**config.mk**
```make
export PLATFORM = sky130hd
export DESIGN_NAME = fidr_core
export DESIGN_NICKNAME = d
export VERILOG_FILES = /design/src/include/fidr_pkg.sv /design/src/design/fidr_sync.sv /design/src/design/fidr_byte_shifter.sv /design/src/design/fidr_core.sv
export SDC_FILE = /design/constraint.sdc
export NUM_CORES = 1
export LEC_CHECK = 0
export BUFFER_PORTS_ARGS = -buffer_cell sky130_fd_sc_hd__buf_2
export CORE_MARGIN = 3
export CORE_UTILIZATION = 48
export DETAILED_ROUTE_END_ITERATION = 10
export GPL_ROUTABILITY_DRIVEN = 0
export HOLD_SLACK_MARGIN = 0.02
export PLACE_DENSITY = 0.7
export SLEW_MARGIN = 20
export SYNTH_ARGS = -nofsm -noshare
export SYNTH_HDL_FRONTEND = slang
export SYNTH_HIERARCHICAL = 1
export SYNTH_SLANG_ARGS = --single-unit
```
**constraint.sdc**
```tcl
create_clock -name core_clk -period 2.2 [get_ports core_clk]
set_input_delay 0.11 -clock core_clk [delete_from_list [all_inputs] [get_ports core_clk]]
set_output_delay 0.11 -clock core_clk [all_outputs]
set_load 0.02 [all_outputs]
```
**src/include/fidr_pkg.sv**
```systemverilog
// package with opcodes, identity values and timing for the id/reset command block
package fidr_pkg;
	// command opcodes
	localparam logic [7:0] OP_EXT_PARAM_NV   = 8'h81;
	localparam logic [7:0] OP_LEGACY_SIG     = 8'hAB;
	localparam logic [7:0] OP_STD_ID_SERIAL  = 8'h9F;
	localparam logic [7:0] OP_STD_ID_QUAD    = 8'hAF;
	localparam logic [7:0] OP_MAKER_DEV_ID   = 8'h90;
	localparam logic [7:0] OP_UNIQUE_NUM     = 8'h4B;
	localparam logic [7:0] OP_DISC_PARAM     = 8'h5A;
	localparam logic [7:0] OP_NO_OP          = 8'h00;
	localparam logic [7:0] OP_RESET_ARM      = 8'h66;
	localparam logic [7:0] OP_RESET_DO       = 8'h99;
	// identity values, arbitrary neutral defaults
	localparam logic [7:0]  MAKER_CODE_DEF   = 8'h5C;
	localparam logic [7:0]  DEVICE_CODE_DEF  = 8'h3A;
	localparam logic [15:0] TYPE_DENSITY_DEF = 16'h4C_21;
	// frame bit counts, opcode included, at which each header phase ends
	localparam int HDR_OPC_BITS   = 8;
	localparam int HDR_3DUMMY     = 32;
	localparam int HDR_MDID       = 32;
	localparam int HDR_ADDR_DUMMY = 40;
	// timing, in ns, and derived counts at 100 ns clock
	localparam int CLK_PERIOD_NS        = 100;
	localparam int RESET_PULSE_MIN_NS   = 1000;
	localparam int RESET_RECOVERY_NS    = 100000;
	localparam int RESET_PULSE_CYC      =
		(RESET_PULSE_MIN_NS + CLK_PERIOD_NS - 1) / CLK_PERIOD_NS;
	localparam int RESET_RECOVERY_CYC   =
		(RESET_RECOVERY_NS + CLK_PERIOD_NS - 1) / CLK_PERIOD_NS;
	// command phases
	typedef enum logic [4:0] {
		PH_OPCODE = 5'b0_0001,
		PH_HEADER = 5'b0_0010,
		PH_OUTPUT = 5'b0_0100,
		PH_IGNORE = 5'b0_1000,
		PH_DONE   = 5'b1_0000
	} fidr_phase_type;
endpackage

```
**src/design/fidr_sync.sv**
```systemverilog
// two-flop synchroniser for a single asynchronous level
module fidr_sync
	import fidr_pkg::*;
#(
	parameter logic RESET_VAL = 1'b0
) (
	input  wire logic core_clk,
	input  wire logic rst_n,
	input  wire logic asyncIn,
	output logic      syncOut
);
	logic stage1_q;
	// first stage feeds only the second
	always_ff @(posedge core_clk) begin
		if (!rst_n) begin
			stage1_q <= RESET_VAL;
			syncOut  <= RESET_VAL;
		end else begin
			stage1_q <= asyncIn;
			syncOut  <= stage1_q;
		end
	end
endmodule

```
**src/design/fidr_byte_shifter.sv**
```systemverilog
// output shifter: loads a byte and presents one bit or nibble per falling edge
module fidr_byte_shifter
	import fidr_pkg::*;
(
	input  wire logic       core_clk,
	input  wire logic       rst_n,
	input  wire logic       load,
	input  wire logic [7:0] loadByte,
	input  wire logic       shift,
	input  wire logic       quadMode,
	output logic [3:0]      dataOut,
	output logic            byteDone
);
	logic [7:0] sh_q;
	logic [2:0] cnt_q;
	// msb first, one bit per shift in serial, four in quad
	always_ff @(posedge core_clk) begin
		if (!rst_n) begin
			sh_q  <= 8'h00;
			cnt_q <= 3'h0;
		end else if (load) begin
			sh_q  <= loadByte;
			cnt_q <= 3'h0;
		end else if (shift) begin
			sh_q  <= quadMode ? {sh_q[3:0], 4'h0} : {sh_q[6:0], 1'b0};
			cnt_q <= quadMode ? cnt_q + 3'h4 : cnt_q + 3'h1;
		end
	end
	assign dataOut  = quadMode ? sh_q[7:4] : {3'b000, sh_q[7]};
	// last slice of the byte is being shifted
	assign byteDone = shift && (quadMode ? (cnt_q == 3'h4) : (cnt_q == 3'h7));
endmodule

```
**src/design/fidr_core.sv**
```systemverilog
// flash identification and reset command interpreter
// Notes on behaviour
// extended param readback returns nonvolatile copy
// signature read: opcode, three dummies, code
// signature repeats until chip enable rises
// standard id: maker then type density
// standard id three bytes loop
// host sends two dummies, one address
// address bit zero picks first byte
// maker and device bytes alternate
// unique read: opcode, address, dummy, sixteen
// sixteen unique bytes repeat continuously
// low address nibble picks start byte
// param read may end anytime
// undefined param addresses return anything
// no-op only disarms reset arm
// reset needs arm frame then reset
// software reset reloads volatile from nonvolatile
// reset pin gating by package options
// reset pin overrides every other input
// reset aborts, wakes, tristates, clears params (pin reset here does not assert releasePowerDown)
// host waits recovery before new commands
// reset aborts program or erase
// status and function registers survive reset
// deep power down accepts only release
// release ignored while write in progress
module fidr_core
	import fidr_pkg::*;
#(
	parameter logic [7:0]   MAKER_CODE   = MAKER_CODE_DEF,
	parameter logic [7:0]   DEVICE_CODE  = DEVICE_CODE_DEF,
	parameter logic [15:0]  TYPE_DENSITY = TYPE_DENSITY_DEF,
	parameter logic [127:0] UNIQUE_NUM   = 128'h0123_4567_89AB_CDEF_FEDC_BA98_7654_3210,
	parameter int           RECOVERY_CYC = RESET_RECOVERY_CYC,
	parameter int           DISC_DEPTH   = 16
) (
	input  wire logic        core_clk,
	input  wire logic        rst_n,
	input  wire logic        chipEnable_n,
	input  wire logic        serialClk,
	input  wire logic [3:0]  ioIn,
	output logic [3:0]       ioOut,
	output logic [3:0]       ioOe,
	input  wire logic        hwReset_n,
	input  wire logic        dedicatedResetPkg,
	input  wire logic        resetPinDisable,
	input  wire logic        quadLinesEnableBit,
	input  wire logic        holdOrResetPinSelect,
	input  wire logic        quadMode,
	input  wire logic        deepPowerDown,
	input  wire logic        writeInProgressFlag,
	input  wire logic [7:0]  extParamNv,
	input  wire logic [7:0]  readParamNv,
	output logic [7:0]       readParamVol,
	output logic [7:0]       extParamVol,
	output logic             softResetPulse,
	output logic             hwResetActive,
	output logic             abortWrite,
	output logic             releasePowerDown,
	output logic             resetArmed,
	output logic             recovering
);
	// refuse parameter values the logic cannot serve
	if (DISC_DEPTH < 1 || DISC_DEPTH > 256) begin : gDepthCheck
		$error("DISC_DEPTH out of range");
	end
	if (RECOVERY_CYC < 1 || RECOVERY_CYC > 131071) begin : gRecovCheck
		$error("RECOVERY_CYC must fit the 17-bit recovery counter");
	end

	logic            ce_n, sck, rstPin_n;
	logic [3:0]      io;
	logic            sckPrev_q;
	logic            sckRise, sckFall;
	fidr_phase_type  phase_q;
	logic [7:0]      opcode_q;
	logic [5:0]      bitCnt_q;
	logic [23:0]     addr_q;
	logic [3:0]      byteIdx_q;
	logic            shLoad, shShift, shByteDone;
	logic [7:0]      nextByte;
	logic [3:0]      shData;
	logic            outEn_q;
	logic            byteDone_q;
	logic            hwResetEff;
	logic            frameEnd;
	logic [7:0]      discTable [DISC_DEPTH];
	logic [16:0]     recovCnt_q;
	logic [7:0]      gotOp;
	logic [5:0]      hdrBits;
	logic [2:0]      step;

	// synchronise every pin before use
	fidr_sync #(.RESET_VAL(1'b1)) uCe  (.core_clk(core_clk), .rst_n(rst_n),
		.asyncIn(chipEnable_n), .syncOut(ce_n));
	fidr_sync #(.RESET_VAL(1'b0)) uSck (.core_clk(core_clk), .rst_n(rst_n),
		.asyncIn(serialClk), .syncOut(sck));
	fidr_sync #(.RESET_VAL(1'b1)) uRst (.core_clk(core_clk), .rst_n(rst_n),
		.asyncIn(hwReset_n), .syncOut(rstPin_n));
	genvar gi;
	generate
		for (gi = 0; gi < 4; gi++) begin : gIo
			fidr_sync #(.RESET_VAL(1'b0)) uIo (.core_clk(core_clk), .rst_n(rst_n),
				.asyncIn(ioIn[gi]), .syncOut(io[gi]));
		end
	endgenerate

	// pin reset gating by package and mode
	assign hwResetEff = !rstPin_n && (dedicatedResetPkg ? !resetPinDisable
		: (!quadMode && !quadLinesEnableBit && holdOrResetPinSelect));
	assign hwResetActive = hwResetEff;

	// serial clock edge detect
	always_ff @(posedge core_clk) begin
		if (!rst_n) sckPrev_q <= 1'b0;
		else        sckPrev_q <= sck;
	end
	assign sckRise  = sck && !sckPrev_q && !ce_n;
	assign sckFall  = !sck && sckPrev_q && !ce_n;
	assign frameEnd = ce_n && (phase_q != PH_OPCODE);

	// header length per opcode
	always_comb begin
		case (opcode_q)
			OP_LEGACY_SIG:   hdrBits = 6'(HDR_3DUMMY);
			OP_MAKER_DEV_ID: hdrBits = 6'(HDR_MDID);
			OP_UNIQUE_NUM,
			OP_DISC_PARAM:   hdrBits = 6'(HDR_ADDR_DUMMY);
			default:         hdrBits = 6'(HDR_OPC_BITS);
		endcase
	end
	assign step  = quadMode ? 3'h4 : 3'h1;
	assign gotOp = quadMode ? {opcode_q[3:0], io} : {opcode_q[6:0], io[0]};

	// disc table content, unspecified entries return anything
	always_comb begin
		for (int k = 0; k < DISC_DEPTH; k++) discTable[k] = 8'(k);
	end

	// next output byte from command and index
	always_comb begin
		case (opcode_q)
			OP_EXT_PARAM_NV: nextByte = extParamNv;
			OP_LEGACY_SIG:   nextByte = DEVICE_CODE;
			OP_STD_ID_SERIAL,
			OP_STD_ID_QUAD: begin
				case (byteIdx_q[1:0])
					2'd0:    nextByte = MAKER_CODE;
					2'd1:    nextByte = TYPE_DENSITY[15:8];
					default: nextByte = TYPE_DENSITY[7:0];
				endcase
			end
			OP_MAKER_DEV_ID:
				nextByte = (byteIdx_q[0] ^ addr_q[0]) ? DEVICE_CODE : MAKER_CODE;
			OP_UNIQUE_NUM:
				nextByte = UNIQUE_NUM[8'(127 - 8 * int'(byteIdx_q)) -: 8];
			OP_DISC_PARAM:
				nextByte = discTable[(int'(addr_q[7:0]) + int'(byteIdx_q)) % DISC_DEPTH];
			default:         nextByte = 8'h00;
		endcase
	end

	// command phase sequencer
	always_ff @(posedge core_clk) begin
		if (!rst_n || hwResetEff) begin
			phase_q  <= PH_OPCODE;
			opcode_q <= 8'h00;
			bitCnt_q <= 6'd0;
			addr_q   <= 24'h00_0000;
		end else if (ce_n) begin
			phase_q  <= PH_OPCODE;
			bitCnt_q <= 6'd0;
		end else if (sckRise) begin
			case (phase_q)
				PH_OPCODE: begin
					opcode_q <= gotOp;
					bitCnt_q <= bitCnt_q + 6'(step);
					if (bitCnt_q + 6'(step) == 6'(HDR_OPC_BITS)) begin
						if (recovering)
							phase_q <= PH_IGNORE;
						else if (deepPowerDown && gotOp != OP_LEGACY_SIG)
							phase_q <= PH_IGNORE;
						else if (gotOp == OP_LEGACY_SIG && writeInProgressFlag)
							phase_q <= PH_IGNORE;
						else if (gotOp inside {OP_EXT_PARAM_NV, OP_STD_ID_SERIAL,
								OP_STD_ID_QUAD})
							phase_q <= PH_OUTPUT;
						else if (gotOp inside {OP_LEGACY_SIG, OP_MAKER_DEV_ID,
								OP_UNIQUE_NUM, OP_DISC_PARAM})
							phase_q <= PH_HEADER;
						else
							phase_q <= PH_DONE;
					end
				end
				PH_HEADER: begin
					bitCnt_q <= bitCnt_q + 6'(step);
					if (bitCnt_q < 6'd32)
						addr_q <= quadMode ? {addr_q[19:0], io} : {addr_q[22:0], io[0]};
					if (bitCnt_q + 6'(step) == hdrBits)
						phase_q <= PH_OUTPUT;
				end
				PH_OUTPUT, PH_IGNORE, PH_DONE: ;
				default: phase_q <= PH_OPCODE;
			endcase
		end
	end

	// mdid address sits in the last header byte
	// output byte index, wraps per command
	always_ff @(posedge core_clk) begin
		if (!rst_n || hwResetEff || ce_n) begin
			byteIdx_q <= 4'h0;
		end else if (phase_q == PH_HEADER && sckRise && bitCnt_q + 6'(step) == hdrBits) begin
			byteIdx_q <= (opcode_q == OP_UNIQUE_NUM) ? addr_q[3:0] : 4'h0;
		end else if (shByteDone) begin
			case (opcode_q)
				OP_STD_ID_SERIAL, OP_STD_ID_QUAD:
					byteIdx_q <= (byteIdx_q == 4'h2) ? 4'h0 : byteIdx_q + 4'h1;
				OP_MAKER_DEV_ID: byteIdx_q <= {3'b000, ~byteIdx_q[0]};
				default:         byteIdx_q <= byteIdx_q + 4'h1;
			endcase
		end
	end

	// reload one cycle after a byte ends, once the index has moved on
	always_ff @(posedge core_clk) begin
		if (!rst_n || hwResetEff || ce_n)
			byteDone_q <= 1'b0;
		else
			byteDone_q <= shByteDone;
	end

	// shifter preloads until the first falling edge, then after each byte
	assign shLoad  = (phase_q != PH_OUTPUT) || !outEn_q || byteDone_q;
	assign shShift = (phase_q == PH_OUTPUT) && sckFall;
	fidr_byte_shifter uShift (
		.core_clk (core_clk),
		.rst_n    (rst_n),
		.load     (shLoad && !shShift),
		.loadByte (nextByte),
		.shift    (shShift),
		.quadMode (quadMode),
		.dataOut  (shData),
		.byteDone (shByteDone)
	);

	// output enable opens on first falling edge of output phase
	always_ff @(posedge core_clk) begin
		if (!rst_n || hwResetEff || ce_n)
			outEn_q <= 1'b0;
		else if (phase_q == PH_OUTPUT && sckFall)
			outEn_q <= 1'b1;
	end
	// pins driven only while output active
	always_ff @(posedge core_clk) begin
		if (!rst_n || hwResetEff) begin
			ioOut <= 4'h0;
			ioOe  <= 4'h0;
		end else if (ce_n || phase_q != PH_OUTPUT) begin
			ioOe  <= 4'h0;
		end else if (sckFall) begin
			ioOut <= quadMode ? shData : {2'b00, shData[0], 1'b0};
			ioOe  <= quadMode ? 4'hF : 4'h2;
		end
	end

	// reset arm latch, cleared at the end of any other frame past its opcode that is not ignored
	always_ff @(posedge core_clk) begin
		if (!rst_n || hwResetEff)
			resetArmed <= 1'b0;
		else if (frameEnd && phase_q == PH_DONE && opcode_q == OP_RESET_ARM)
			resetArmed <= 1'b1;
		else if (frameEnd && phase_q != PH_IGNORE)
			resetArmed <= 1'b0;
	end
	assign softResetPulse = frameEnd && phase_q == PH_DONE
		&& opcode_q == OP_RESET_DO && resetArmed;

	// release from power down on a bare release frame
	assign releasePowerDown = frameEnd && deepPowerDown && opcode_q == OP_LEGACY_SIG
		&& phase_q != PH_IGNORE;
	// a software reset or a gated pin reset aborts a write in progress, rst_n does not
	assign abortWrite = (softResetPulse || hwResetEff) && writeInProgressFlag;

	// volatile parameter copies, status/function untouched here
	always_ff @(posedge core_clk) begin
		if (!rst_n) begin
			readParamVol <= 8'h00;
			extParamVol  <= 8'h00;
		end else if (softResetPulse || hwResetEff) begin
			readParamVol <= readParamNv;
			extParamVol  <= extParamNv;
		end
	end

	// recovery count after pin reset
	always_ff @(posedge core_clk) begin
		if (!rst_n)
			recovCnt_q <= 17'd0;
		else if (hwResetEff)
			recovCnt_q <= 17'(RECOVERY_CYC);
		else if (recovCnt_q != 17'd0)
			recovCnt_q <= recovCnt_q - 17'd1;
	end
	assign recovering = (recovCnt_q != 17'd0);
endmodule

```
# Word-level counts from Yosys, hierarchy flattened
# Memory sizes are Yosys's and may differ from the RTL's.
# Cells that the tools add are included.
# totals
register_bits	97
romBits	128
input_bits	32
out_inout_bits	30
wordCells	181
n_memories	1
# op_classes
n_addsub	7
n_lt_le_gt_ge	2
eq_ne	33
n_shift	1
mux	35
bitwise	8
n_reduce_logical	63
# mem_list
name	depth	word_bits	rd	rd_ports_with_merged_regs	wr	line_no	text
(name not given)	16	8	1	0	0	fidr_core.sv:158	nextByte = discTable[(int'(addr_q[7:0]) + int'(byteIdx_q)) % DISC_DEPTH];
# op_table
cell	n
variable part select 135 x 8 -> 8 bit (first input constant)	1
== test 8 bit (second input constant)	11
two-way mux 8 bit	6
one-hot mux 8 bit (6 select lines)	1
== test 8 x 7 -> 1 bit (second input constant)	5
two-way mux 5 bit	7
>= comparator 32 x 5 -> 1 bit (second input constant)	1
two-way mux 4 bit	8
NOT 32 bit	1
logical AND 1 bit	24
two-way mux 10 bit	2
nonzero test 17 bit	1
subtractor 17 x 1 -> 17 bit (second input constant)	1
OR reduction 2 bit	8
one-hot mux 5 bit (3 select lines)	1
one-hot mux 7 bit (2 select lines)	1
one-hot mux 6 bit (2 select lines)	1
zero test 1 bit	10
!= test 8 bit (second input constant)	1
one-hot mux 4 bit (2 select lines)	1
AND reduction 4 bit	2
nonzero test 2 bit	4
subtractor 7 x 7 -> 8 bit (first input constant)	1
two-way mux 7 bit	1
33 further kinds	49

# Logic depth before layout (Yosys ltp)
# Gate-level depths: netlist (run 1).
# depth
word_depth	10
mapped_depth	14
mapped_depth_nobuf	12

# Modules after synthesis
# The synthesis (run 1) kept the hierarchy.
# by_module_without_submodules
module	n_inst	cells_per_inst	area_each_um2	seq_area_each_um2
fidr_core	1	490	4103.9	1401.3
fidr_byte_shifter	1	67	634.4	220.2
fidr_sync	7	4	52.6	40.0

# Worst setup path before layout (run 1)
# No wires, ideal clock.
# synth_path
kind	register to register
startpoint	reg phase_q[0]
endpoint	reg byteIdx_q[3]
setup_ns	0.065
arrival_ns	2.339
required_ns	2.135
setup_slack_ns	-0.204
stages_incl_launch_ff	15
period_less_slack_ns	2.404
path_cell_list	dfxtp_1 > clkbuf_1 > nor2_1 > nand3_1 > inv_1 > nand2_1 > inv_1 > buf_6 > nand3_1 > nor2_1 > inv_1 > nor4_1 > a21oi_1 > mux2_2 > nor2_1
# synth_via
elab_chain_cells	4
word_cells_on_any_way	8
# synth_rtl
item	line_no	text
start, declared	fidr_core.sv:75	fidr_phase_type phase_q;
start signal, assigned	fidr_core.sv:166	phase_q <= PH_OPCODE;
start signal, assigned	fidr_core.sv:171	phase_q <= PH_OPCODE;
start signal, assigned	fidr_core.sv:180	phase_q <= PH_IGNORE;
== test 5 x 3 -> 1 bit	fidr_core.sv:235	assign shShift = (phase_q == PH_OUTPUT) && sckFall;
logical AND 1 bit	fidr_core.sv:235	
named net shShift	fidr_core.sv:80	logic shLoad, shShift, shByteDone;
logical AND 1 bit	fidr_byte_shifter.sv:31	assign byteDone = shift && (quadMode ? (cnt_q == 3'h4) : (cnt_q == 3'h7));
named net shByteDone	fidr_core.sv:80	
nonzero test 2 bit (no source line)	-	
end signal, assigned	fidr_core.sv:218	byteIdx_q <= (byteIdx_q == 4'h2) ? 4'h0 : byteIdx_q + 4'h1;
end signal, assigned	fidr_core.sv:219	OP_MAKER_DEV_ID: byteIdx_q <= {3'b000, ~byteIdx_q[0]};
end signal, assigned	fidr_core.sv:220	default: byteIdx_q <= byteIdx_q + 4'h1;
end, declared	fidr_core.sv:79	logic [3:0] byteIdx_q;
# The timed path passes the listed nets, and every way through them passes these cells.
# A chain may end at the register's enable or synchronous reset.

# Worst setup path in the final report (run 1)
# layout_path
startpoint	reg bitCnt_q[2]
endpoint	reg byteIdx_q[0]
# layout_via
elab_chain_cells	4
word_cells_on_any_way	5
# layout_rtl
item	line_no	text
start, declared	fidr_core.sv:77	logic [5:0] bitCnt_q;
start signal, assigned	fidr_core.sv:177	bitCnt_q <= bitCnt_q + 6'(step);
start signal, assigned	fidr_core.sv:196	bitCnt_q <= bitCnt_q + 6'(step);
adder 6 x 3 -> 6 bit (*)	fidr_core.sv:213	end else if (phase_q == PH_HEADER && sckRise && bitCnt_q + 6'(step) == hdrBits) begin
== test 6 bit (*)	fidr_core.sv:213	
logical AND 1 bit (*)	fidr_core.sv:213	
two-way mux 4 bit or nonzero test 2 bit (tied branches)	-	
end signal, assigned	fidr_core.sv:214	byteIdx_q <= (opcode_q == OP_UNIQUE_NUM) ? addr_q[3:0] : 4'h0;
end signal, assigned	fidr_core.sv:218	
end signal, assigned	fidr_core.sv:219	
# Every way passes the cells marked *; elsewhere a longest branch is shown, timed or not.

==> results of run 1 <==
==> worst max-delay path: stages, from the launching register on <==
cell	delay [ns]
dfxtp_1	0.33
ha_2	0.39
a31oi_4	0.12
xnor2_2	0.22
nor3b_2	0.09
buf_4	0.14
o2111ai_2	0.18
buf_4	0.17
mux2_2	0.33
nor2_1	0.09
==> area by class of cell <==
cell class / instances / area share
clock buffers: 10 / 0.0199
flip-flops and latches: 95 / 0.299
repair buffers: 134 / 0.147
clock inverters: 6 / 0.0117
well taps: 136 / 0.0265
inverters: 19 / 0.0111
multi-input cells: 442 / 0.485
==> stage by stage <==
step	util	instances
after global placement	0.561	796
after detailed placement	0.561	796
after CTS	0.606	835
final	0.621	842
after global routing	0.621	842
after floorplan	-	585
==> power by group through the flow <==
stage	logic (mW)	clock network, mW	registers (mW)
2_1_floorplan	0.594	0	1.95
3_3_place_gp	0.763	0	1.96
3_5_place_dp	0.792	0	1.97
4_1_cts	0.832	1.22	1.93
5_1_grt	0.958	1.29	1.96
6_report	0.864	1.19	1.94
==> repair_timing <==
action	in CTS	in global routing
buffers inserted	2	7
hold endpoints to repair	21	0
gates resized for setup	8	23
pin swaps	3	11
endpoints found under the setup margin	8	13
hold buffers	21	0
==> synth_stat cells (5+ instances only) <==
cell type / count / area, um2
o211ai_1: 7 / 52.6
nor3_1: 16 / 80.1
nand2b_1: 11 / 68.8
nor4_1: 13 / 81.3
nand3b_1: 5 / 37.5
clkbuf_1: 14 / 52.6
a21oi_1: 30 / 150
mux2_2: 7 / 78.8
nand3_1: 24 / 120
nand2_1: 31 / 116
xnor2_1: 19 / 166
inv_1: 17 / 63.8
or2_2: 6 / 37.5
or3_1: 5 / 31.3
and2_1: 14 / 87.6
nor3b_1: 10 / 75.1
xor2_1: 14 / 123
a211oi_1: 10 / 75.1
buf_2: 8 / 40.0
dfxtp_1: 95 / 1900
mux2i_1: 41 / 410
ha_1: 15 / 188
a31oi_1: 6 / 37.5
o21ai_0: 10 / 50.1
nor2_1: 80 / 300
==> placed cells by master, fill, tap and decap left out, drive strengths merged, types with 5 or more instances in the layout <==
cell type	instances
nand3b	5
or3	5
a211oi	11
buf	113
a21oi	30
nor2	80
xor2	14
nand2b	11
dlygate4sd3	21
o21ai	11
a31oi	6
ha	15
nor4	13
nor3	16
nand3	25
mux2	8
or2	6
xnor2	19
nor3b	12
nand2	32
clkbuf	10
o211ai	7
and2	17
mux2i	41
inv	22
dfxtp	95
==> logic make-up (layout without fill, tap and decap cells) <==
| kind of cell | after synthesis | after routing | share of synthesized area |
|---|---|---|---|
| simple gates | 251 | 251 | 0.263 |
| buf+inv | 48 | 169 | 0.0439 |
| mux | 49 | 49 | 0.0980 |
| xor+xnor | 33 | 33 | 0.0566 |
| compound gates | 93 | 93 | 0.125 |
| flops | 95 | 95 | 0.372 |
| fa+ha+maj | 16 | 16 | 0.0407 |
==> metal layers <==
layer  up-vias  wire, um  global-route usage
met5         -         0                   0
li1       2313         -                   -
met1      2172      5850               0.298
met2       141      6230               0.363
met4         0       288              0.0712
met3        32       677              0.0462
==> worst min path at each step <==
| stage | startpoint | end | slack [ns] | cells after the start |
|---|---|---|---|---|
| after floorplan | rst_n | uCe/stage1_q | 0.18 | 1 |
| after global placement | hwReset_n | uRst/stage1_q | 0.30 | 2 |
| after detailed placement | hwReset_n | uRst/stage1_q | 0.30 | 2 |
| after CTS | extParamNv[4] | extParamVol[4] | 0.03 | 3 |
| after global routing | extParamNv[4] | extParamVol[4] | 0.04 | 3 |
| final | extParamNv[4] | extParamVol[4] | 0.04 | 3 |
==> state kept, by name, indices dropped and copies added (netlist names), 2 cells and up <==
signal	flops
uShift/sh_q	8
recovCnt_q	17
ioOe	2
addr_q	4
opcode_q	8
bitCnt_q	6
gIo.uIo/stage1_q	4
gIo.uIo/syncOut	4
extParamVol	8
ioOut	4
uShift/cnt_q	3
readParamVol	8
phase_q	5
byteIdx_q	4
==> flow_summary.ini, run 1 <==
[outcome]
status = complete, no violations

[setup_path]
path_class = flop to flop
crit_path_max_fanout = 4
cp-end-kind = flop
crit_required_ns = 2.50
r2r_setup_slack_ns = 0.09
crit-reg2reg-launch = bitCnt_q[2]
rr_endpoint = byteIdx_q[0]
reg2reg_depth = 9
cp.arrival_ns = 2.41
startpoint = bitCnt_q[2]
crit_end = byteIdx_q[0]
critPathLaunchType = flop

[timing]
finalSetupViolCount = 0
relSlewSlack = 0.451
fin_tns_setup_ns = 0
skew_ns = 0.0100
fin_ws_ns = 0.0859
worst_pin_slew_ns = 0.815
whs_ns = 0.0354
finalHoldViolations = 0
rsz0062_at_grt = true
final.period_utilization = 0.961
drv_slew = 0
finalCriticalPeriod_ns = 2.11
fmax_mhz = 473

[place]
hpwlAfterDp_mm = 9.27
placed_cell_area_mm2 = 0.00579
numPortBuffers = 61
place_ws_ns = -0.0238

[logic_synthesis]
synthesis.area_mm2 = 0.00511
yosys_warnings = 6
syn_nets = 633
async_flop_share = 0
ys_seq_area_frac = 0.372
dominantRegCellSynth = dfxtp_1
yosysUniqueCellTypes = 71
postSynthCellCount = 585
synth_edf_count = 0
synth_seq_cells = 95
syn_avg_cell_area_um2 = 8.73

[global_routing]
grt_pass1_wl_mm = 21.2
grt_usage = 0.224
globalRoute.totalOverflow = 0
first_global_vias = 4409
antenna_found_initial = 0
grt_max_degree = 27

[cells_and_area]
syn_to_final_growth_pct = 25.5
seq_area_mm2 = 0.00191
stdcell_area_mm2 = 0.00641
fillCellCount = 890
multi_input_area_mm2 = 0.00311
drive_gt1_frac = 0.263
n_antenna_cell = 0
layout.nets = 749

[clock_tree]
clock-sinks = 95
cts_made_buffers = 9
cts-htree-levels = 3
clk_latency_ns = 0.36
clk_pin_slew_ns = 0.09
clock_tree.buffer_depth = 2
cts_root_buf = clkbuf_8
cts_tree = done

[route]
first_pass_iters = 6
wl_per_cell_um = 15.5
postRouteAntennaNets = 0
drc_errors = 0
drt_wl_total_mm = 13.0
routed_via_density = 5.53
drt_iter0_markers = 253
vias = 4658

[floorplan]
fp.coreArea_mm2 = 0.0103
ios = 62
die_h_um = 109
die_w_um = 109
floorplan.initialDensity = 0.495
die-area_mm2 = 0.0119
fp-row-count = 37

[pwr]
p_comb_frac = 0.217
p_sw_frac = 0.305
p_leak_nw = 2.63
p_total_mw = 3.99
internal_power_mw = 2.77
clkPwrFrac = 0.297
sequentialPowerShare = 0.486
peakVddDrop_v = 0.000606
power_density_mw_per_mm2 = 622
p_switching_mw = 1.22

[job]
drv_cap = 0

[hold_path]
hold_class = input pin to flop
Note: power is estimated with default switching activity, not from simulation.
==> run 2: changes to the inputs <==
--- a/config.mk
+++ b/config.mk
@@ -6,12 +6,14 @@
 export NUM_CORES = 1
 export LEC_CHECK = 0
 export BUFFER_PORTS_ARGS = -buffer_cell sky130_fd_sc_hd__buf_2
+export CORE_ASPECT_RATIO = 1.75
 export CORE_MARGIN = 3
 export CORE_UTILIZATION = 48
 export DETAILED_ROUTE_END_ITERATION = 10
 export GPL_ROUTABILITY_DRIVEN = 0
 export HOLD_SLACK_MARGIN = 0.02
 export PLACE_DENSITY = 0.7
+export REMOVE_ABC_BUFFERS = 1
 export SLEW_MARGIN = 20
 export SYNTH_ARGS = -nofsm -noshare
 export SYNTH_HDL_FRONTEND = slang
==> flow_summary.ini, run 2 (synthesis results as in run 1) <==
[global_routing]
grt_pass1_wl_mm = 21.1
globalRoute.totalOverflow = 0
grt_usage = 0.216
first_global_vias = 4688
grt_max_degree = 29
antenna_found_initial = 0

[timing]
finalHoldViolations = 0
finalSetupViolCount = 0
finalCriticalPeriod_ns = 2.12
final.period_utilization = 0.965
skew_ns = 0.00990
fin_tns_setup_ns = 0
drv_slew = 0
worst_pin_slew_ns = 0.559
relSlewSlack = 0.624
fmax_mhz = 471

[clock_tree]
clk_latency_ns = 0.35
cts_tree = done
cts-htree-levels = 3
clock_tree.buffer_depth = 2
clock-sinks = 95
post-cts-setup-buffer-count = 0
clk_pin_slew_ns = 0.07
cts_made_buffers = 9
cts_root_buf = clkbuf_16

[place]
placed_cell_area_mm2 = 0.00578
numPortBuffers = 61
hpwlAfterDp_mm = 9.60

[hold_path]
holdCritStartpoint = extParamNv[6]
hold_class = input pin to flop
min_to = extParamVol[6]
whs_path_depth = 3

[setup_path]
crit_path_max_fanout = 7
r2r_setup_slack_ns = 0.08
cp-end-kind = flop
rr_endpoint = byteIdx_q[3]
crit_required_ns = 2.48
cp.arrival_ns = 2.41
reg2reg_depth = 8
crit-reg2reg-launch = opcode_q[2]
critPathLaunchType = flop
path_class = flop to flop

[cells_and_area]
largest_reg_flops = 17
n_antenna_cell = 0
final_cell_mix = dfxtp_1, nor2_1, buf_2
final_common_cell = dfxtp_1
drive_gt1_frac = 0.250
stdcell_area_mm2 = 0.00631
layout.nets = 736
final_util = 0.609
top_register = recovCnt_q
syn_to_final_growth_pct = 23.5

[floorplan]
ios = 62
die_w_um = 84.0
fp-row-count = 49
floorplan.initialDensity = 0.493
die-area_mm2 = 0.0120
die_h_um = 142
fp.coreArea_mm2 = 0.0104

[pwr]
p_leak_nw = 2.56
p_total_mw = 4.18
peakVddDrop_v = 0.000669
power_density_mw_per_mm2 = 663

[route]
drt_wl_total_mm = 12.6
routed_via_density = 5.65
postRouteAntennaNets = 0
wl_per_cell_um = 15.4
drt_iter0_markers = 261
vias = 4627
first_pass_iters = 4
drc_errors = 0

[outcome]
status = complete, no violations

[job]
drv_cap = 0
==> run 2: metrics by stage <==
step                instances  setup slack (ns)  hold slack [ns]
CTS                       819            0.0158           0.0303
detailed placement        789           -0.0484            0.301
finish                    819            0.0773           0.0321
floorplan                 556            -0.195            0.183
global placement          789            0.0452            0.290
global route              819           -0.0117           0.0624
==> run 2: layer usage <==
layer	up-vias	routed length (um)	global-route usage
met2	97	7200	0.424
met1	2207	4670	0.215
met5	-	0	0
met4	0	422	0.119
li1	2288	-	-
met3	35	316	0.0290
==> run 2: worst max-delay path by stage <==
stage	from	end	slack [ns]	depth (start not counted)
floorplan	uCe/syncOut	byteIdx_q[3]	-0.19	10
global placement	quadMode	phase_q[4]	0.05	10
detailed placement	quadMode	phase_q[4]	-0.05	10
CTS	opcode_q[2]	abortWrite	0.02	7
global route	opcode_q[2]	byteIdx_q[2]	-0.01	8
finish	opcode_q[2]	byteIdx_q[3]	0.08	8
==> run 2: final cells by class <==
type                       instances  area (um2)
clock inverter                     5        35.0
tap                              127         159
timing repair buffer             121         818
inverter                          19        71.3
clock buffer                      10         229
sequential                        95        1910
fill                             944        4050
multi-input combinational        442        3090
==> run 2: critical path, cell delays in order, from the launching register on <==
cell,delay (ns)
dfxtp_1,0.47
nand3b_1,0.24
nor3_1,0.09
buf_4,0.16
or2_2,0.28
o2111ai_1,0.24
buf_4,0.18
mux2_2,0.32
nor2_1,0.08
==> run 2: power breakdown <==
part	switching, mW	leakage [nW]	internal (mW)
logic	0.432	1.65	0.386
registers	0.110	0.774	1.83
clock network	0.665	0.129	0.762
==> run 2: what timing repair did <==
item / in CTS / in global routing
endpoints found under the hold margin: 15 / 0
hold buffers: 15 / 0
endpoints found under the setup margin: 1 / 14
gates resized for setup: 1 / 25
pin swaps: 0 / 5
gates cloned: 0 / 0
==> run 3: changes to the inputs <==
--- a/config.mk
+++ b/config.mk
@@ -12,7 +12,8 @@
 export DETAILED_ROUTE_END_ITERATION = 10
 export GPL_ROUTABILITY_DRIVEN = 0
 export HOLD_SLACK_MARGIN = 0.02
-export PLACE_DENSITY = 0.7
+export MAX_ROUTING_LAYER = met4
+export PLACE_DENSITY = 0.68
 export REMOVE_ABC_BUFFERS = 1
 export SLEW_MARGIN = 20
 export SYNTH_ARGS = -nofsm -noshare
==> constraint.sdc (replaced) <==
create_clock -name core_clk -period 2.75 [get_ports core_clk]
set_input_delay 0.1375 -clock core_clk [delete_from_list [all_inputs] [get_ports core_clk]]
set_output_delay 0.1375 -clock core_clk [all_outputs]
set_load 0.02 [all_outputs]
==> flow_summary.ini, run 3 (synthesis results as in run 1) <==
[outcome]
status = complete, no violations

[hold_path]
hold_class = input pin to flop

[global_routing]
antenna_found_initial = 0
grt_max_degree = 28
globalRouteMet3Util = 0.0348
globalRoute.totalOverflow = 0
use_met2 = 0.406
grt_usage = 0.218
first_global_vias = 4300
grt.busiest_layer = met2
global_route.usage.met1 = 0.212
grt_pass1_wl_mm = 20.4

[timing]
rsz0062_at_grt = false
finalHoldViolations = 0
final.period_utilization = 0.908
drv_slew = 0
worst_pin_slew_ns = 0.599
fmax_mhz = 400
finalSetupViolCount = 0
skew_ns = 0.00917
finalCriticalPeriod_ns = 2.50
fin_tns_setup_ns = 0
relSlewSlack = 0.599

[clock_tree]
cts-htree-levels = 3
clock_tree.buffer_depth = 2
cts_made_buffers = 9
clock-sinks = 95
post-cts-setup-buffer-count = 0
cts_tree = done
cts_root_buf = clkbuf_16
clk_pin_slew_ns = 0.07
clk_latency_ns = 0.35

[cells_and_area]
syn_to_final_growth_pct = 16.0
n_antenna_cell = 0
seq_area_mm2 = 0.00190
final_common_cell = dfxtp_1
stdcell_count = 787
final_cell_mix = dfxtp_1, nor2_1, buf_2
top_register = recovCnt_q
largest_reg_flops = 17
layout.nets = 703
drive_gt1_frac = 0.192
multi_input_area_mm2 = 0.00298
fillCellCount = 972

[floorplan]
fp-row-count = 49
die-area_mm2 = 0.0120
fp.coreArea_mm2 = 0.0104
floorplan.initialDensity = 0.493
ios = 62
die_h_um = 142
die_w_um = 84.0

[setup_path]
cp-end-kind = output port
critPathLaunchType = flop
crit_path_max_fanout = 17
crit_required_ns = 2.61
slowest_delay_ns = 0.65
critPathBufInv = 1
path_class = flop to output port
cp.arrival_ns = 2.36
crit_chain = nand4b_1 > nor3_1 > or2_4 > and2_1 > buf_2
cpLargestDelayFamily = simple AND/OR/NAND/NOR gates
slowest_stage = dfxtp_1

[place]
placed_cells = 764
numPortBuffers = 61
hpwlAfterDp_mm = 9.45

[pwr]
p_leak_nw = 2.38
peakVddDrop_v = 0.000560
power_density_mw_per_mm2 = 569

[route]
wl_per_cell_um = 15.7
drt_iter0_markers = 141
drt_wl_total_mm = 12.4
drc_errors = 0
routed_via_density = 5.57
postRouteAntennaNets = 0
first_pass_iters = 4
vias = 4386

[job]
drv_cap = 0
-- run 3: cell count changes in the layout (fill, tap and decap cells not counted), moves of 4 or more --
| cell | change |
|---|---|
| nor4_1 | +4 |
| dfxtp_2 | -4 |
| dfxtp_1 | +4 |
| dlygate4sd3_1 | -8 |
| nor4_2 | -4 |
| buf_4 | -23 |
-- run 3: repair_timing --
item	4_1_cts	5_1_grt
hold buffers	7	0
gates resized for setup	0	1
setup endpoints to repair	0	1
endpoints found under the hold margin	7	0
-- run 3: worst paths after layout --
check	startpoint	end	slack [ns]	depth (start not counted)
max reg2reg	opcode_q[0]	phase_q[4]	0.39	6
min	readParamNv[3]	readParamVol[3]	0.03	3
min reg2reg	uRst/stage1_q	uRst/syncOut	0.42	1
max	opcode_q[0]	abortWrite	0.25	5
-- run 3: report_power, final --
group	leakage, nW	switching, mW	internal [mW]	total, mW
Combinational	1.48	0.350	0.279	0.629
Sequential	0.772	0.0888	1.46	1.55
Clock	0.133	0.564	0.623	1.19
-- run 3: metal layers --
| metal | part of all wire | up-vias | wire length, um |
|---|---|---|---|
| met5 | 0 | - | 0 |
| met2 | 0.54 | 86 | 6660 |
| li1 | - | 2216 | - |
| met1 | 0.38 | 2046 | 4680 |
| met3 | 0.031 | 38 | 388 |
| met4 | 0.050 | 0 | 619 |
-- run 3: layout make-up --
cell class	count	share of cell area
clock buffer	9	0.0380
timing repair buffer	88	0.0888
inverter	19	0.0120
clock inverter	7	0.00930
tap	127	0.0268
sequential	95	0.321
multi-input combinational	442	0.504
-- run 3: tightest hold or removal path, delay by kind of cell --
family,cells,cell delay [ns]
buffers and inverters,1,0.07
muxes,1,0.06
and+or+nand+nor,1,0.07
-- run 3: metrics by stage --
stage               hold slack, ns  utilization  setup slack (ns)  instance area, um2  power [mW]
global placement             0.317        0.537             0.457                5570        2.18
CTS                         0.0239        0.571             0.116                5920        3.41
detailed placement           0.325        0.537             0.401                5570        2.20
global route                0.0408        0.571            0.0968                5920        3.54
finish                      0.0281        0.571             0.252                5920        3.37
floorplan                    0.211            -             0.355                4950        2.02
